===== src/hdl/dbf_pkg.sv =====
// Behaviour
// - Each channel picks its own mode: off, stretch rise, stretch fall, stretch both, delay.
// - Each channel holds its own debounce time in microseconds, 1 to 65535.
// - Mode off passes the sampled input straight to the output.
// - Stretch rise: rising edge forces high, held for debounce time, then transparent.
// - Stretch fall: falling edge forces low, held for debounce time, then transparent.
// - Stretch both: any edge passes at once, new level held for debounce time.
// - Delay both: first edge blocks input, output keeps edge level for debounce time.
// - Delay both: at hold end output takes current input, then re-arms for any edge.
// - Eight identical channels numbered zero through seven, each with mode and time.
package dbf_pkg;
  localparam int CLK_FREQ_HZ = 10000000;
  localparam int TICK_PERIOD_US = 1;
  // Cycles per microsecond tick, derived from the clock rate
  localparam int TICK_CYCLES = (CLK_FREQ_HZ / 1000000) * TICK_PERIOD_US;
  localparam int NUM_CHANNELS = 8;
  localparam int TIME_WIDTH = 16;
  localparam logic [15:0] TIME_MIN_US = 16'h0001;
  localparam logic [15:0] CNT_RESET = 16'h0000;

  typedef enum logic [2:0] {
    DBF_OFF = 3'b000,
    DBF_STR_RISE = 3'b001,
    DBF_STR_FALL = 3'b010,
    DBF_STR_BOTH = 3'b011,
    DBF_DLY_BOTH = 3'b100
  } dbf_mode_e;

  // Per-channel configuration
  typedef struct packed {
    dbf_mode_e mode;
    logic [TIME_WIDTH-1:0] time_us;
  } dbf_cfg_s;
endpackage : dbf_pkg


===== src/hdl/dbf_filter.sv =====
`timescale 1ns/1ps
`default_nettype none
module dbf_filter #(
  parameter int NCH = dbf_pkg::NUM_CHANNELS
) (
  input wire logic ref_clk_i,
  input wire logic rst_n_i,
  input wire dbf_pkg::dbf_cfg_s cfg_i [NCH],
  input wire logic [NCH-1:0] din_i,
  output logic [NCH-1:0] dout_o,
  output logic [NCH-1:0] busy_o
);
  import dbf_pkg::*;

  localparam int TW = $clog2(TICK_CYCLES + 1);
  localparam logic [TW-1:0] TICK_LAST = TW'(TICK_CYCLES - 1);
  // Only whole cycles per microsecond are handled; other clock rates drift

  // Clamp a zero setting to the least legal time
  // Zero is outside the legal range, so it is read as one microsecond
  function automatic logic [TIME_WIDTH-1:0] eff_time(input logic [TIME_WIDTH-1:0] t);
    eff_time = (t < TIME_MIN_US) ? TIME_MIN_US : t;
  endfunction

  logic [TW-1:0] tick_cnt_ff, nxt_tick_cnt;
  logic tick;

  // Free-running, so a hold may start anywhere inside a tick period
  // Microsecond tick divider
  always_comb begin
    tick = (tick_cnt_ff == TICK_LAST);
    nxt_tick_cnt = tick ? '0 : tick_cnt_ff + TW'(1);
  end

  always_ff @(posedge ref_clk_i or negedge rst_n_i) begin
    if (!rst_n_i) begin
      tick_cnt_ff <= '0;
    end else begin
      tick_cnt_ff <= nxt_tick_cnt;
    end
  end

  // Last cycle's sample; an edge is a difference from it
  logic [NCH-1:0] prev_ff, nxt_prev;
  logic [NCH-1:0] out_ff, nxt_out;
  logic [NCH-1:0] hold_ff, nxt_hold;
  logic [TIME_WIDTH-1:0] cnt_ff [NCH];
  logic [TIME_WIDTH-1:0] nxt_cnt [NCH];

  // Per-channel filter state; every channel is identical
  always_comb begin
    for (int c = 0; c < NCH; c++) begin
      logic rise;
      logic fall;
      logic done;
      rise = din_i[c] & ~prev_ff[c];
      fall = ~din_i[c] & prev_ff[c];
      // Expiry on the tick that brings the count to the set time
      done = hold_ff[c] && tick && (cnt_ff[c] + 16'h0001 >= eff_time(cfg_i[c].time_us));
      nxt_prev[c] = din_i[c];
      nxt_out[c] = out_ff[c];
      nxt_hold[c] = hold_ff[c];
      nxt_cnt[c] = cnt_ff[c];
      // Counts only on ticks, so a hold can lose up to one tick at its start
      if (hold_ff[c] && tick) begin
        nxt_cnt[c] = cnt_ff[c] + 16'h0001;
      end
      // A mode change mid-hold carries the hold on under the new mode, unless that mode is off or an undefined code, which clear it
      case (cfg_i[c].mode)
        DBF_OFF: begin
          nxt_out[c] = din_i[c];
          nxt_hold[c] = 1'b0;
          nxt_cnt[c] = CNT_RESET;
        end
        DBF_STR_RISE: begin
          // A new rising edge inside the hold restarts it
          if (rise) begin
            nxt_out[c] = 1'b1;
            nxt_hold[c] = 1'b1;
            nxt_cnt[c] = CNT_RESET;
          end else if (hold_ff[c] && !done) begin
            nxt_out[c] = 1'b1;
          end else begin
            nxt_out[c] = din_i[c];
            nxt_hold[c] = 1'b0;
          end
        end
        DBF_STR_FALL: begin
          // A new falling edge inside the hold restarts it
          if (fall) begin
            nxt_out[c] = 1'b0;
            nxt_hold[c] = 1'b1;
            nxt_cnt[c] = CNT_RESET;
          end else if (hold_ff[c] && !done) begin
            nxt_out[c] = 1'b0;
          end else begin
            nxt_out[c] = din_i[c];
            nxt_hold[c] = 1'b0;
          end
        end
        DBF_STR_BOTH: begin
          // Edges inside the hold are dropped; that is the debounce
          if (hold_ff[c] && !done) begin
            nxt_out[c] = out_ff[c];
          end else if (rise || fall) begin
            nxt_out[c] = din_i[c];
            nxt_hold[c] = 1'b1;
            nxt_cnt[c] = CNT_RESET;
          end else begin
            nxt_out[c] = din_i[c];
            nxt_hold[c] = 1'b0;
          end
        end
        DBF_DLY_BOTH: begin
          // Expiry takes the live level and detects no edge in that cycle
          if (hold_ff[c] && !done) begin
            nxt_out[c] = out_ff[c]; // Input blocked
          end else if (hold_ff[c]) begin
            nxt_out[c] = din_i[c]; // Take live level at expiry
            nxt_hold[c] = 1'b0;
          end else if (rise || fall) begin
            nxt_out[c] = din_i[c];
            nxt_hold[c] = 1'b1;
            nxt_cnt[c] = CNT_RESET;
          end else begin
            nxt_out[c] = din_i[c];
          end
        end
        default: begin
          // Undefined codes act as off so the channel never freezes
          nxt_out[c] = din_i[c];
          nxt_hold[c] = 1'b0;
          nxt_cnt[c] = CNT_RESET;
        end
      endcase
    end
  end

  // Reset clears counters and holds; output follows input afterwards
  always_ff @(posedge ref_clk_i or negedge rst_n_i) begin
    if (!rst_n_i) begin
      prev_ff <= '0;
      out_ff <= '0;
      hold_ff <= '0;
      for (int c = 0; c < NCH; c++) begin
        cnt_ff[c] <= CNT_RESET;
      end
    end else begin
      prev_ff <= nxt_prev;
      out_ff <= nxt_out;
      hold_ff <= nxt_hold;
      for (int c = 0; c < NCH; c++) begin
        cnt_ff[c] <= nxt_cnt[c];
      end
    end
  end

  // Both outputs come straight from flip-flops
  assign dout_o = out_ff;
  assign busy_o = hold_ff;

  // Checks on channel 0; all channels share one body
  off_pass_a : assert property (@(posedge ref_clk_i) disable iff (!rst_n_i)
      cfg_i[0].mode == DBF_OFF && $stable(cfg_i[0].mode) |=> dout_o[0] == $past(din_i[0]))
    else $error("off mode output differs from input");
  rise_force_a : assert property (@(posedge ref_clk_i) disable iff (!rst_n_i)
      cfg_i[0].mode == DBF_STR_RISE && din_i[0] && !prev_ff[0] |=> dout_o[0] && busy_o[0])
    else $error("rising edge did not force high");
  fall_force_a : assert property (@(posedge ref_clk_i) disable iff (!rst_n_i)
      cfg_i[0].mode == DBF_STR_FALL && !din_i[0] && prev_ff[0] |=> !dout_o[0] && busy_o[0])
    else $error("falling edge did not force low");
  both_hold_a : assert property (@(posedge ref_clk_i) disable iff (!rst_n_i)
      cfg_i[0].mode == DBF_STR_BOTH && busy_o[0] && !tick && $stable(cfg_i[0].mode)
      |=> $stable(dout_o[0]))
    else $error("stretch both output moved during hold");
  dly_block_a : assert property (@(posedge ref_clk_i) disable iff (!rst_n_i)
      cfg_i[0].mode == DBF_DLY_BOTH && busy_o[0] && !tick |=> $stable(dout_o[0]))
    else $error("delay mode passed input during hold");
  dly_expire_a : assert property (@(posedge ref_clk_i) disable iff (!rst_n_i)
      cfg_i[0].mode == DBF_DLY_BOTH && busy_o[0] && tick
      && cnt_ff[0] + 16'h0001 >= eff_time(cfg_i[0].time_us)
      |=> !busy_o[0] && dout_o[0] == $past(din_i[0]))
    else $error("delay expiry did not take live input");
  // Nine quiet cycles between ticks at ten cycles per microsecond
  tick_rate_a : assert property (@(posedge ref_clk_i) disable iff (!rst_n_i)
      tick |=> !tick [*8] ##1 !tick ##1 tick)
    else $error("microsecond tick period wrong");
  cnt_bound_a : assert property (@(posedge ref_clk_i) disable iff (!rst_n_i)
      busy_o[0] && cfg_i[0].mode != DBF_OFF |-> cnt_ff[0] < eff_time(cfg_i[0].time_us)
      || !$stable(cfg_i[0].time_us))
    else $error("hold counter passed debounce time");

  // Entry, hold and idle checks repeated on every channel
  for (genvar g = 0; g < NCH; g++) begin : g_chk
    off_clear_a : assert property (@(posedge ref_clk_i) disable iff (!rst_n_i)
        cfg_i[g].mode == DBF_OFF |=> !busy_o[g] && dout_o[g] == $past(din_i[g]))
      else $error("off mode held or filtered the input");
    rise_hold_a : assert property (@(posedge ref_clk_i) disable iff (!rst_n_i)
        cfg_i[g].mode == DBF_STR_RISE && busy_o[g] && !tick |=> dout_o[g])
      else $error("stretch rise hold let the output drop");
    fall_hold_a : assert property (@(posedge ref_clk_i) disable iff (!rst_n_i)
        cfg_i[g].mode == DBF_STR_FALL && busy_o[g] && !tick |=> !dout_o[g])
      else $error("stretch fall hold let the output rise");
    rise_rearm_a : assert property (@(posedge ref_clk_i) disable iff (!rst_n_i)
        cfg_i[g].mode == DBF_STR_RISE && din_i[g] && !prev_ff[g] |=> cnt_ff[g] == CNT_RESET)
      else $error("rising edge did not restart the hold count");
    both_entry_a : assert property (@(posedge ref_clk_i) disable iff (!rst_n_i)
        cfg_i[g].mode == DBF_STR_BOTH && !busy_o[g] && din_i[g] != prev_ff[g]
        |=> busy_o[g] && dout_o[g] == $past(din_i[g]))
      else $error("stretch both edge not passed at once");
    dly_entry_a : assert property (@(posedge ref_clk_i) disable iff (!rst_n_i)
        cfg_i[g].mode == DBF_DLY_BOTH && !busy_o[g] && din_i[g] != prev_ff[g]
        |=> busy_o[g] && dout_o[g] == $past(din_i[g]))
      else $error("delay edge did not start a hold");
    idle_follow_a : assert property (@(posedge ref_clk_i) disable iff (!rst_n_i)
        !busy_o[g] && din_i[g] == prev_ff[g] |=> dout_o[g] == $past(din_i[g]))
      else $error("idle channel did not follow its input");
    zero_clamp_a : assert property (@(posedge ref_clk_i) disable iff (!rst_n_i)
        cfg_i[g].mode == DBF_DLY_BOTH && busy_o[g] && tick && cfg_i[g].time_us == 16'h0000
        |=> !busy_o[g])
      else $error("zero time did not end the hold on the first tick");
  end : g_chk
endmodule // dbf_filter
`default_nettype wire


===== config.mk =====
export PLATFORM = sky130hd
export DESIGN_NAME = dbf_filter
export DESIGN_NICKNAME = d
export VERILOG_FILES = /design/src/hdl/dbf_pkg.sv /design/src/hdl/dbf_filter.sv
export SDC_FILE = /design/constraint.sdc
export NUM_CORES = 1
export LEC_CHECK = 0
export BUFFER_PORTS_ARGS = -buffer_cell sky130_fd_sc_hd__buf_4
export CELL_PAD_IN_SITES_DETAIL_PLACEMENT = 2
export CELL_PAD_IN_SITES_GLOBAL_PLACEMENT = 2
export CORE_MARGIN = 2
export CORE_UTILIZATION = 32
export CTS_CLUSTER_DIAMETER = 100
export CTS_CLUSTER_SIZE = 24
export DETAILED_ROUTE_END_ITERATION = 12
export GPL_TIMING_DRIVEN = 0
export PLACE_DENSITY = 0.85
export SLEW_MARGIN = 30
export SYNTH_ARGS = -nofsm -noshare
export SYNTH_HDL_FRONTEND = slang
export SYNTH_SLANG_ARGS = --single-unit

===== constraint.sdc =====
create_clock -name ref_clk_i -period 3.35 [get_ports ref_clk_i]
set_clock_uncertainty 0.15 [all_clocks]
set_input_delay 0.5025 -clock ref_clk_i [delete_from_list [all_inputs] [get_ports ref_clk_i]]
set_output_delay 0.5025 -clock ref_clk_i [all_outputs]
set_load 0.005 [all_outputs]

After elaboration in Yosys (flattened, before gate mapping)
Cells that the tools add are included.
Cells by class
  bitwise operators: 32
  add/sub/neg operators: 9
  mux-type cells: 185
  equality and inequality tests: 57
  magnitude comparators: 16
  reductions and logical operators: 56
Operators with widths (number)
  16-bit 2-to-1 mux: 64
  16-bit one-hot mux with 4 select lines: 8
  16-bit by 1-bit adder with 16-bit output (second input constant): 8
  16-bit >= comparator: 8
  16-bit by 1-bit less-than comparator with 1-bit output (second input constant): 8
  1-bit 2-to-1 mux: 96
  3-bit by 2-bit == test with 1-bit output (second input constant): 16
  2-bit != test (second input constant): 24
  1-bit one-hot mux with 4 select lines: 8
  3-bit by 1-bit == test with 1-bit output (second input constant): 8
  3-bit == test (second input constant): 8
  1-bit logical AND: 24
  1-bit one-hot mux with 3 select lines: 8
  1-bit AND: 16
  1-bit inverter: 16
  2-bit AND reduction: 8
  2-bit OR reduction: 8
  1-bit zero test: 8
  1-bit logical OR: 8
  4-bit by 1-bit adder with 4-bit output (second input constant): 1
  4-bit == test (second input constant): 1
  4-bit 2-to-1 mux: 1
Storage, ports and cells
  word-level logic and storage cells: 381
  flip-flop bits (word level): 156

Depth between registers and ports, before layout
Gate-level depths: netlist of the first run.
  word-level depth: 9
  gate-level depth with buffers: 15
  gate-level depth less buffers: 13

Worst setup path before layout of the first run
OpenSTA, ideal clock, no wires.
  path type: reg-to-reg
  from: register cnt_ff[0] (netlist bit)
  to: register cnt_ff[13] (netlist bit)
  setup slack: -0.058 ns
  cell stages (with the launch flop): 14
  required time: 3.081 ns
  arrival time: 3.139 ns
  cells stage by stage: dfrtp_1 ha_1 nand3_1 nor4_1 nand2_1 xnor2_1 ha_1 nand4_1 or4_1 nor3_2 o41ai_4 o21ai_4 buf_6 nor2_1
RTL lines
  start: declaration: RTL line dbf_filter.sv:47  | logic [TIME_WIDTH-1:0] cnt_ff [NCH];
  start signal: indexed assignment: RTL line dbf_filter.sv:153  | cnt_ff[c] <= nxt_cnt[c];

==> impl.org, run 1 <==
** Status
- Result of the run :: finished, violations left
- The checks that failed: setup timing.

** STA
- The count of pins over their slew limit came to 0.
- Slew headroom :: 36.5%
- Final number of setup-violating endpoints :: 77
- Tcrit/Tclk final :: 109%
- Crit path time final :: 3.66 ns
- For the pin with the worst max-slew slack, the measured transition is 0.950 ns.
- The count of final hold-check violations was 0.
- Final setup slack of the worst path :: -0.309 ns
- For the final routed database, the setup TNS stands at -12.70 ns.
- Hold is met by 0.0460 ns.
- Setup repair after global routing could not meet its margin everywhere.
- Achievable Freq :: 273 MHz

** Logic synthesis
- The average instance in the mapped netlist occupies 8.29 um^2.
- Synthesis instantiated 70 different standard cells from the library.
- Synth Instances :: 1648
- Leading cell types by count after synthesis :: 221 x sky130_fd_sc_hd__nor2_1, 159 x sky130_fd_sc_hd__inv_1, 156 x sky130_fd_sc_hd__dfrtp_1
- The share of the Yosys chip area taken by registers is 28.6%.
- Ranked by total cell area, the synthesized netlist is headed by sky130_fd_sc_hd__dfrtp_1 29%, sky130_fd_sc_hd__ha_1 14%, sky130_fd_sc_hd__xor2_1 8.0%.
- Of all flip-flops after synthesis, the portion carrying an async set or reset was 100%.
- Synthesis-stage register bit count :: 156
- Prevailing post-synth register cell :: sky130_fd_sc_hd__dfrtp_1
- Cell area after technology mapping :: 13700 um^2
- Synthesis produced a netlist with a net count of 1962.
- Count of flip-flops with a built-in enable after synthesis :: 0
- Share of Yosys cell area claimed by the top area cell type :: 28.6%
- The most common cell in the synthesized netlist is sky130_fd_sc_hd__nor2_1.
- Yosys warns :: 0
- sky130_fd_sc_hd__dfrtp_1 takes more of the synthesized area than any other cell.

** Die
- The initialized floorplan defines 75 standard-cell rows.
- Die Area :: 44400 um^2
- For this configuration, the core starts out at a cell density of 32.5%.
- Core region area :: 42000 um^2
- Die span in x :: 211 um
- I/O pin count :: 178
- Die height :: 211 um

** Finish
- Relative to the synthesized area, the layout overhead comes to 37.8%.
- Final Net Count :: 2298
- Area occupied by multi-input gates :: 10200 um^2
- Registers take 3950 um^2.
- Cells with a size suffix above 1 make up 32.7% of the layout.
- Final-layout fill cell count :: 4546

** Detailed routing
- The first routing iteration left 595 violations.
- Final wirelength :: 56.4 mm
- For this run, design rule violations remaining after detail routing come to 0.
- The pre-antenna-repair detailed-routing pass consisted of 4 iterations.
- The detail route stage leaves a number of antenna-violating nets equal to 0.
- Dividing the detail-routed wire length by the instance count gives 22.2 um.
- Vias/cell :: 5.32
- Count of vias placed by the detailed router :: 13500

** Placed design
- Routability-driven placement finished with a final weighted congestion of 0.793.
- HPWL Detailed :: 34.2 mm
- At the placement stage, the worst setup path has a slack of -0.768 ns.
- During placement, the flow inserted port buffers numbering 167.

** Power
- Peak ir drop on the vdd network :: 0.307 mV
- Pleak :: 8.96 nW
- In this run the power density over the cells is 280 nW/um^2.

** Setup path
- Crit path DAT :: 3.82 ns
- The worst setup path is launched from a register.
- Counting cells, the worst reg-to-reg path comes to 13.
- The worst setup path is of the register to register kind.
- Worst Path Required :: 3.52 ns
- Crit path max fanout :: 5
- Worst setup EP type :: register

** Worst hold path
- Hold Path Depth :: 1
- Hold WC Path Type :: primary input to register

** Clocking
- Number of clock sinks :: 156
- In this run the clock root is driven by a sky130_fd_sc_hd__clkbuf_16.
- Clock insertion delay at the later pin of the skew report :: 0.44 ns
- TritonCTS buffer count :: 17
- Clock slew seen by the registers of the worst setup and hold paths :: 0.07 ns
- The clock tree synthesis step divided the H-tree into 4 levels.
- Clock tree from TritonCTS :: done
- In this run the deepest clock path goes through 2 buffers.

** GRT
- Entering global routing, the biggest net connects 61 pins.
- Vias in the first global route :: 14900
- The first global-routing pass estimated 78.9 mm of wire.
- Initial antenna violation count :: 10
- Summed over all layers, the global routing overflow is 0.
- Global routing used 22.2% of the available tracks.

** Job
- Across the run, the number of max-cap violations was 0.
final cells by class:
| type | count | area share (%) |
|---|---|---|
| multi-input combinational | 1294 | 54.3 |
| inverter | 159 | 3.17 |
| clock buffer | 21 | 2.50 |
| clock inverter | 11 | 0.625 |
| sequential | 156 | 21.0 |
| antenna | 7 | 0.0930 |
| timing repair buffer | 325 | 13.8 |
| tap | 539 | 3.58 |
| buffer | 31 | 0.997 |
metal layers:
metal  share of wire, %  GRT usage, %
met3                3.1          4.04
met2                 55          42.4
met4                2.6          5.51
met1                 40          25.4
met5               0.14             0
per-stage QoR:
stage / instances / instance area [um^2] / utilization (%) / power [mW]
3_5_place_dp: 2356 / 15700 / 37.2 / 3.02
6_report: 2543 / 18800 / 44.8 / 5.27
5_1_grt: 2537 / 18800 / 44.8 / 5.52
4_1_cts: 2443 / 17300 / 41.1 / 5.17
2_1_floorplan: 1648 / 13700 / - / 2.52
3_3_place_gp: 2354 / 15600 / 37.1 / 2.96
worst paths after layout:
kind                            start  slack [ns]          to
setup / recovery            cnt_ff[1]       -0.31   cnt_ff[3]
hold / removal               din_i[4]        0.05  prev_ff[4]
setup reg to reg            cnt_ff[1]       -0.31   cnt_ff[3]
hold reg to reg            cnt_ff[94]        0.41  cnt_ff[94]
max in group asynchronous     rst_n_i        1.93  cnt_ff[66]
min in group asynchronous     rst_n_i        0.39  cnt_ff[48]
placed cells by master (no fill, tap or decap), types with 37 or more instances in the layout:
| cell | synthesis | layout |
|---|---|---|
| sky130_fd_sc_hd__dfrtp_2 | 0 | 38 |
| sky130_fd_sc_hd__buf_4 | 1 | 300 |
| sky130_fd_sc_hd__dfrtp_1 | 156 | 118 |
| sky130_fd_sc_hd__nor2_1 | 221 | 141 |
| sky130_fd_sc_hd__nor2_2 | 1 | 44 |
| sky130_fd_sc_hd__ha_1 | 152 | 143 |
| sky130_fd_sc_hd__nand3_1 | 65 | 42 |
| sky130_fd_sc_hd__inv_1 | 159 | 159 |
| sky130_fd_sc_hd__nor2_4 | 0 | 37 |
| sky130_fd_sc_hd__o21ai_0 | 48 | 41 |
| sky130_fd_sc_hd__nand2_1 | 150 | 140 |
| sky130_fd_sc_hd__xnor2_1 | 109 | 99 |
| sky130_fd_sc_hd__a21oi_1 | 92 | 84 |
| sky130_fd_sc_hd__xor2_1 | 125 | 121 |
logic make-up (layout without fill, tap and decap cells):
logic type,Yosys count,count (layout),synth area share (%)
adder cells (fa/ha/maj),152,152,13.9
multiplexers,8,8,0.623
AND/OR/NAND/NOR,643,643,22.7
buffers and inverters,198,547,5.81
XOR/XNOR,234,234,15.0
AO/OA/AOI/OAI,257,257,13.3
flip-flops,156,156,28.6
other,0,7,0
worst max-delay path, cell delays in order, from the launching register on:
cell	delay, ns
sky130_fd_sc_hd__dfrtp_2	0.42
sky130_fd_sc_hd__ha_4	0.18
sky130_fd_sc_hd__nand3_4	0.11
sky130_fd_sc_hd__nor4_4	0.38
sky130_fd_sc_hd__nand2_1	0.16
sky130_fd_sc_hd__xnor2_2	0.16
sky130_fd_sc_hd__ha_1	0.32
sky130_fd_sc_hd__nand4_1	0.13
sky130_fd_sc_hd__or4_4	0.60
sky130_fd_sc_hd__nor3_4	0.20
sky130_fd_sc_hd__o41ai_4	0.16
sky130_fd_sc_hd__o21ai_4	0.33
sky130_fd_sc_hd__buf_4	0.20
sky130_fd_sc_hd__nor2_1	0.05
flip-flops by register name, indices dropped and copies added, names as in the netlist:
name and cells:
tick_cnt_ff 4, cnt_ff 128, dout_o 8, prev_ff 8
busy_o 8
power breakdown:
group / switching (mW) / internal [mW] / leakage (nW) / total, mW
clock network: 0.896 / 1.15 / 0.277 / 2.05
registers: 0.0585 / 1.93 / 2.06 / 1.98
logic: 0.714 / 0.525 / 6.63 / 1.24
total: 1.67 / 3.60 / 8.96 / 5.27
what timing repair did:
action,CTS,global route
hold buffers,1,0
pin swaps,40,131
endpoints found under the hold margin,37,0
resized for setup,152,219
gates cloned,4,2
buffers inserted,55,95
endpoints found under the setup margin,144,142
Note: power is estimated with default switching activity, not from simulation.
==> run 2, diff against run 1 <==
--- a/config.mk
+++ b/config.mk
@@ -12,5 +12,4 @@
 export CORE_UTILIZATION = 32
 export CTS_CLUSTER_DIAMETER = 100
-export CTS_CLUSTER_SIZE = 24
 export DETAILED_ROUTE_END_ITERATION = 12
 export GPL_TIMING_DRIVEN = 0
==> constraint.sdc (replaced) <==
create_clock -name ref_clk_i -period 3.35 [get_ports ref_clk_i]
set_clock_uncertainty 0.15 [all_clocks]
set_input_delay 0.1675 -clock ref_clk_i [delete_from_list [all_inputs] [get_ports ref_clk_i]]
set_output_delay 0.1675 -clock ref_clk_i [all_outputs]
set_load 0.005 [all_outputs]
==> impl.org, run 2 (same netlist as run 1, synthesis figures left out) <==
** Status
- Result of the run :: finished, violations left
- Violated checks :: setup timing

** STA
- The slew at the pin closest to its max-slew limit was 0.929 ns (-0.0211 ns).
- The final-layout setup total negative slack was -16.44 ns (-3.74 ns).
- Final count of pins violating max slew :: 0 (unchanged)
- The worst setup slack after layout came to -0.303 ns (+0.00517 ns).
- The final-report setup violation count is 84 (+9.1%).
- RSZ-0062 raised after global routing :: true
- The period utilization is 109% (-0.15 points).
- The final critical delay including setup and external delays came to 3.65 ns (-0.00517 ns).
- Slew headroom :: 37.9% (+1.4 points)
- Achievable Freq :: 274 MHz (+0.14%)
- Hold violation total from the final report :: 0 (unchanged)

** Clocking
- The number of buffers inserted during clock tree synthesis is 17 (unchanged).
- CTS Root Buffer Type :: sky130_fd_sc_hd__clkbuf_16
- Clock tree from TritonCTS :: done
- The register clock-pin slew on the reported worst setup and hold paths is 0.07 ns (about the same).
- Maximum root-to-sink buffer count :: 2 (unchanged)
- Number of clock sinks :: 156 (unchanged)
- The later-pin clock latency in the skew report was 0.44 ns (about the same).
- # H-tree levels :: 4 (unchanged)

** Placed design
- Placed standard-cell area :: 15700 um^2 (unchanged)
- The number of buffer cells added on primary ports is 167 (unchanged).
- The placed wire-length estimate came to 34.2 mm (unchanged).
- The last weighted congestion value of the routability-driven placer was 0.793 (unchanged).
- The pre-CTS setup slack came to -0.768 ns (unchanged).

** GRT
- The number of antenna violations at the first check in global routing is 9 (-1).
- The overall fraction of global-route tracks in use came to 22.4% (+0.16 points).
- The largest net degree at the start of global routing is 61 (unchanged).
- The total global routing overflow came to 0 (unchanged).
- The number of global-route vias before repair was 15100 (+1.2%).
- The wire length of the first global-routing pass is 79.6 mm (+0.87%).

** Finish
- Final-layout fill cell count :: 4498 (-1.1%)
- Final Net Count :: 2325 (+1.2%)
- The area taken by multi-input logic gates came to 10300 um^2 (+0.29%).
- The cell area after layout came to 19100 um^2 (+1.5%).
- The share of post-route cells with drive strength above 1 came to 32.9% (+0.16 points).
- Number of flip-flops in the largest register :: 128 (unchanged)
- The library cell used most frequently in the layout, excluding fill and tap cells, is sky130_fd_sc_hd__buf_4.
- The register cell area after layout came to 3950 um^2 (about the same).
- The library cells used most frequently in the layout, excluding fill and tap cells, are 306 x sky130_fd_sc_hd__buf_4, 159 x sky130_fd_sc_hd__inv_1, 143 x sky130_fd_sc_hd__ha_1, 140 x sky130_fd_sc_hd__nand2_1, 139 x sky130_fd_sc_hd__nor2_1.
- Counting flops per register, the top entry is cnt_ff.
- Compared with the post-synthesis result, the final layout area differs by 39.9%.

** Die
- Die Area :: 44400 um^2 (unchanged)
- Core region area :: 42000 um^2 (unchanged)
- The row count came to 75 (unchanged).
- The number of top-level pins is 178 (unchanged).
- The effective utilization at floorplan is 32.5% (unchanged).
- The horizontal die dimension came to 211 um (unchanged).
- Die height :: 211 um (unchanged)

** Detailed routing
- The number of detailed-routing iterations run before antenna repair is 4 (unchanged).
- Final wirelength :: 58.0 mm (+2.8%)
- Met3 routed wirelength :: 1.79 mm (+2.4%)
- The number of violations reported at the end of detailed-routing iteration 0 came to 571 (-4.0%).
- DR DRC count :: 0 (unchanged)
- The via count of the routed design is 13700 (+1.6%).
- The routed metal-1 wirelength was 23.1 mm (+3.5%).
- Remaining number of nets flagged by the antenna check after routing :: 0 (unchanged)
- Length of routed met2 wiring :: 31.5 mm (+2.3%)
- Vias/cell :: 5.35 (+0.53%)
- Routed wire length per instance :: 22.6 um (+1.8%)
- Uppermost signal routing layer after detailed routing :: met5

** Setup path
- Crit path DAT :: 3.83 ns (about the same)
- Tracing the worst setup path back leads to its startpoint at cnt_ff[0].
- R2R cell count :: 14 (+1)
- The slowest stage of the critical path belongs to the cell sky130_fd_sc_hd__a211oi_1.
- Critical path launch point type :: register
- The stage delay of the slowest cell on the critical path was 0.44 ns (-0.16 ns).
- Worst reg2reg path startpoint :: cnt_ff[0]
- Worst Path Required :: 3.52 ns (about the same)
- STA classifies the critical path endpoint as a register.
- Top cell by count, worst path :: sky130_fd_sc_hd__buf_4
- Critical Path, Cell by Cell :: ha_4, nand3_4, nor4_4, nand2_1, xnor2_1, ha_1, nand4_1, buf_4, buf_4, a211oi_1, o41ai_4, o21ai_4, buf_6, nor2_2
- On the critical path the largest part of the delay comes from compound AO/OA/AOI/OAI gates.
- Crit path kind :: register to register
- Crit path max fanout :: 5 (unchanged)
- The number of buffers and inverters on the critical path is 3 (+2).
- The critical path depth in cells was 14 (+1).

** Power
- The ratio of total power to cell area was 278 nW/um^2 (-0.70%).
- The peak supply drop was 0.304 mV (-0.82%).
- Pleak :: 9.08 nW (+1.4%)
- The power consumption is 5.31 mW (+0.80%).

** Worst hold path
- The worst hold path belongs to the class primary input to asynchronous set/reset pin.

** Job
- The max capacitance violation total came to 0 (unchanged).
==> run 2: path summary, 6_finish.rpt <==
kind                       slack (ns)         end
max in group asynchronous        2.27  cnt_ff[96]
min reg2reg                      0.42  cnt_ff[94]
max reg2reg                     -0.30  cnt_ff[10]
min                              0.05  cnt_ff[48]
max                             -0.30  cnt_ff[10]
min in group ref_clk_i           0.06   busy_o[2]
==> run 2: worst register-to-register path: cells and delay by family, from the launching register on <==
| kind | cells | cell delay, ns |
|---|---|---|
| compound gates | 3 | 0.97 |
| xor+xnor | 1 | 0.18 |
| fa+ha+maj | 2 | 0.51 |
| buf+inv | 3 | 0.49 |
| flops | 1 | 0.42 |
| simple gates | 5 | 0.83 |
==> run 2: final cells by class <==
class	count	area share, %
Multi-Input combinational cell	1294	53.6
Sequential cell	156	20.7
Timing Repair Buffer	352	14.9
Tap cell	539	3.53
Inverter	159	3.12
Clock buffer	21	2.46
Buffer	31	0.982
Clock inverter	11	0.615
Antenna cell	6	0.0785
==> run 2: where the power goes <==
group          switching (mW)  total (mW)  internal [mW]  leakage (nW)
Combinational           0.734        1.28          0.543          6.75
Clock                   0.899        2.05           1.15         0.277
Sequential             0.0579        1.98           1.93          2.05
Total                    1.69        5.31           3.62          9.08
==> run 2: per-layer routing <==
metal  vias to the layer above  track usage [%]
li1                       6371                -
met1                      7004             25.4
met4                        10             5.80
met3                       107             4.07
met2                       252             42.8
met5                         -                0
==> run 2: repair_timing <==
| action | in CTS | in global routing |
|---|---|---|
| endpoints found under the setup margin | 144 | 142 |
| pin swaps | 40 | 128 |
| buffers inserted | 55 | 101 |
| gates cloned | 4 | 2 |
| gates resized for setup | 152 | 228 |
| hold buffers | 22 | 0 |
| endpoints found under the hold margin | 173 | 0 |
==> run 2: stage by stage <==
step | std cells | hold slack [ns] | util [%]
after floorplan | 1648 | -0.278 | -
after global placement | 2354 | 0.161 | 37.1
after detailed placement | 2356 | -0.0661 | 37.2
after CTS | 2464 | 0.0188 | 41.6
after global routing | 2564 | 0.0543 | 45.4
final | 2569 | 0.0533 | 45.5
==> run 3, diff against run 2 <==
Settings changed: CORE_UTILIZATION 32 to 33, CTS_BUF_LIST from default to sky130_fd_sc_hd__clkbuf_4, PLACE_DENSITY 0.85 to 0.87, SKIP_LAST_GASP from default to 1, SLEW_MARGIN 30 to 5.
==> impl.org, run 3 (same netlist as run 1, synthesis figures left out) <==
** Detailed routing
- The highest metal layer carrying signal wires in the routed design is met5.
- The via count of the routed design is 13900 (+0.89%).
- Remaining number of nets flagged by the antenna check after routing :: 0 (unchanged)
- The final wirelength came to 59.8 mm (+3.0%).
- The number of violations reported at the end of detailed-routing iteration 0 is 599 (+4.9%).
- The via count normalized by instance count came to 5.38 (+0.61%).
- The detailed-routed wire length on met2 was 32.7 mm (+3.7%).
- Routed wire length per instance :: 23.2 um (+2.7%)
- The routed wire length on met3 is 1.61 mm (-10%).
- The number of remaining DRC errors came to 0 (unchanged).
- 1st-pass router iterations :: 5 (+1)
- The routed metal-1 wirelength came to 23.6 mm (+2.3%).

** GRT
- The number of antenna violations at the first check in global routing is 5 (-4).
- Total global routing overflow :: 0 (unchanged)
- Vias in the first global route :: 15400 (+2.1%)
- Global router's overall resource usage :: 24.2% (+1.8 points)
- Maximum number of pins on one net before global-route repair :: 92 (+51%)
- The wire length of the first global-routing pass came to 83.9 mm (+5.3%).

** Die
- Die Area :: 43000 um^2 (-3.0%)
- The number of top-level pins is 178 (unchanged).
- Die span in x :: 207 um (-1.5%)
- Die height :: 207 um (-1.5%)
- Row cnt :: 74 (-1.3%)
- Initial Util :: 33.5% (+0.96 points)
- Core region area :: 40800 um^2 (-2.9%)

** Setup path
- Critical Path, Cell by Cell :: buf_4, nand3_4, nor2_4, nand3_4, nor2_4, xor2_2, ha_1, nand4_1, buf_4, a211oi_1, o41ai_4, o21ai_4, buf_6, nor2_2
- Crit-path slowest cell :: sky130_fd_sc_hd__a211oi_1
- Total buffers and inverters traversed by the critical path :: 3 (unchanged)
- Crit path max fanout :: 6 (+1)
- The critical path is of the register to register type.
- The required time of the worst setup path is 3.70 ns (+0.18 ns).
- Number of cells on the critical path :: 14 (unchanged)
- R2R cell count :: 14 (unchanged)
- STA classifies the critical path startpoint as a register.
- STA classifies the critical path endpoint as a register.
- The data arrival time of the critical path was 4.13 ns (+0.30 ns).
- The stage delay of the slowest cell on the critical path was 0.60 ns (+0.16 ns).
- Delay-heaviest family, CP :: compound AO/OA/AOI/OAI gates

** STA
- Final setup slack of the worst path :: -0.423 ns (-0.119 ns)
- The count of final hold-check violations is 0 (unchanged).
- Slew at the pin closest to its max-slew limit :: 1.07 ns (+0.139 ns)
- Tcrit/Tclk final :: 113% (+3.6 points)
- Worst slack on hold paths :: 0.0729 ns (+0.0196 ns)
- The final critical delay including setup and external delays was 3.77 ns (+0.119 ns).
- Achievable Freq :: 265 MHz (-3.2%)
- The final-report setup violation count is 75 (-11%).
- The remaining max-slew budget at the tightest pin came to 28.3% (-9.5 points).
- The count of pins over their slew limit is 0 (unchanged).
- Setup repair after global routing could not meet its margin everywhere.

** Clocking
- Clock insertion delay at the later pin of the skew report :: 0.65 ns (+0.21 ns)
- TritonCTS built the clock tree.
- CTS Root Buffer Type :: sky130_fd_sc_hd__clkbuf_4
- The number of buffers inserted during clock tree synthesis came to 17 (unchanged).
- The count of H-tree levels built during CTS came to 4 (unchanged).
- The register clock-pin slew on the reported worst setup and hold paths came to 0.17 ns (+0.10 ns).
- The maximum root-to-sink buffer count is 2 (unchanged).
- The clock sink count is 156 (unchanged).

** Power
- Power per cell area :: 242 nW/um^2 (-13%)
- Pleak :: 9.03 nW (-0.60%)
- Peak ir drop on the vdd network :: 0.180 mV (-41%)

** Status
- The run finished, with violations left.
- Violated checks :: setup timing

** Placed design
- The placed wire-length estimate came to 34.5 mm (+1.0%).
- The placed instance count is 2348 (-0.34%).
- The pre-CTS setup slack is -0.894 ns (-0.126 ns).
- The number of buffer cells added on primary ports came to 167 (unchanged).
- The last weighted congestion value of the routability-driven placer came to 0.808 (+1.9%).
- Placed standard-cell area :: 15600 um^2 (-0.23%)

** Finish
- The final layout net count is 2345 (+0.86%).
- Relative to the synthesized area, the layout overhead comes to 38.2%.
- The cell area after layout came to 18900 um^2 (-1.2%).
- Most common cell after layout, fill and taps aside :: sky130_fd_sc_hd__buf_4
- cnt_ff holds more flip-flops than any other register.
- The non-filler instance count after layout came to 2576 (+0.27%).
- The share of post-route cells with drive strength above 1 was 31.1% (-1.8 points).
- Most used cells in the layout excluding fill and tap cells :: 304 x sky130_fd_sc_hd__buf_4, 159 x sky130_fd_sc_hd__inv_1, 159 x sky130_fd_sc_hd__nor2_1, 142 x sky130_fd_sc_hd__nand2_1, 142 x sky130_fd_sc_hd__ha_1
- Final-layout fill cell count :: 4435 (-1.4%)
- Final core utilization :: 46.2% (+0.78 points)
- Number of flip-flops in the largest register :: 128 (unchanged)

** Worst hold path
- Hold WC Path Type :: primary input to register
- Hold Path Depth :: 2

** Job
- The max capacitance violation total is 0 (unchanged).
## run 3: metal layers
layer	up-vias	global-route usage, %
met3	113	3.56
met4	4	8.35
met1	7102	27.7
li1	6395	-
met5	-	0
met2	252	45.5
## run 3: area by class of cell
class                           count  area, um^2  share of cell area, %
Clock buffer                       18         135                  0.716
Clock inverter                     11         129                  0.683
Inverter                          159         597                   3.16
Timing Repair Buffer              372        3050                   16.1
Sequential cell                   156        3950                   20.9
Antenna cell                        3        7.51                 0.0398
Multi-Input combinational cell   1294       10200                   53.9
Buffer                             31         181                  0.961
Tap cell                          532         666                   3.53
## run 3: per-stage QoR
stage | setup TNS (ns) | power [mW]
2_1_floorplan | 0 | 2.52
3_3_place_gp | -54.50 | 2.96
3_5_place_dp | -76.93 | 3.02
4_1_cts | -3.70 | 4.44
5_1_grt | -28.95 | 4.79
6_report | -13.32 | 4.57
## run 3: final timing paths
| kind | start | end | slack (ns) |
|---|---|---|---|
| min in group asynchronous | rst_n_i | cnt_ff[0] | 0.48 |
| setup reg to reg | cnt_ff[96] | cnt_ff[107] | -0.42 |
| max in group asynchronous | rst_n_i | cnt_ff[23] | 2.02 |
| hold reg to reg | cnt_ff[94] | cnt_ff[94] | 0.43 |
| hold / removal | din_i[6] | prev_ff[6] | 0.07 |
| setup / recovery | cnt_ff[96] | cnt_ff[107] | -0.42 |
## run 3: where the power goes
part	switching [mW]	internal (mW)
Sequential	0.0569	1.93
Clock	0.798	0.501
Combinational	0.737	0.551
## run 3: repair_timing
item / 4_1_cts / 5_1_grt
endpoints found under the setup margin: 144 / 143
endpoints found under the hold margin: 196 / 0
hold buffers: 44 / 0
setup buffers: 84 / 71
pin swaps: 47 / 109
gates cloned: 4 / 3
resized for setup: 155 / 185
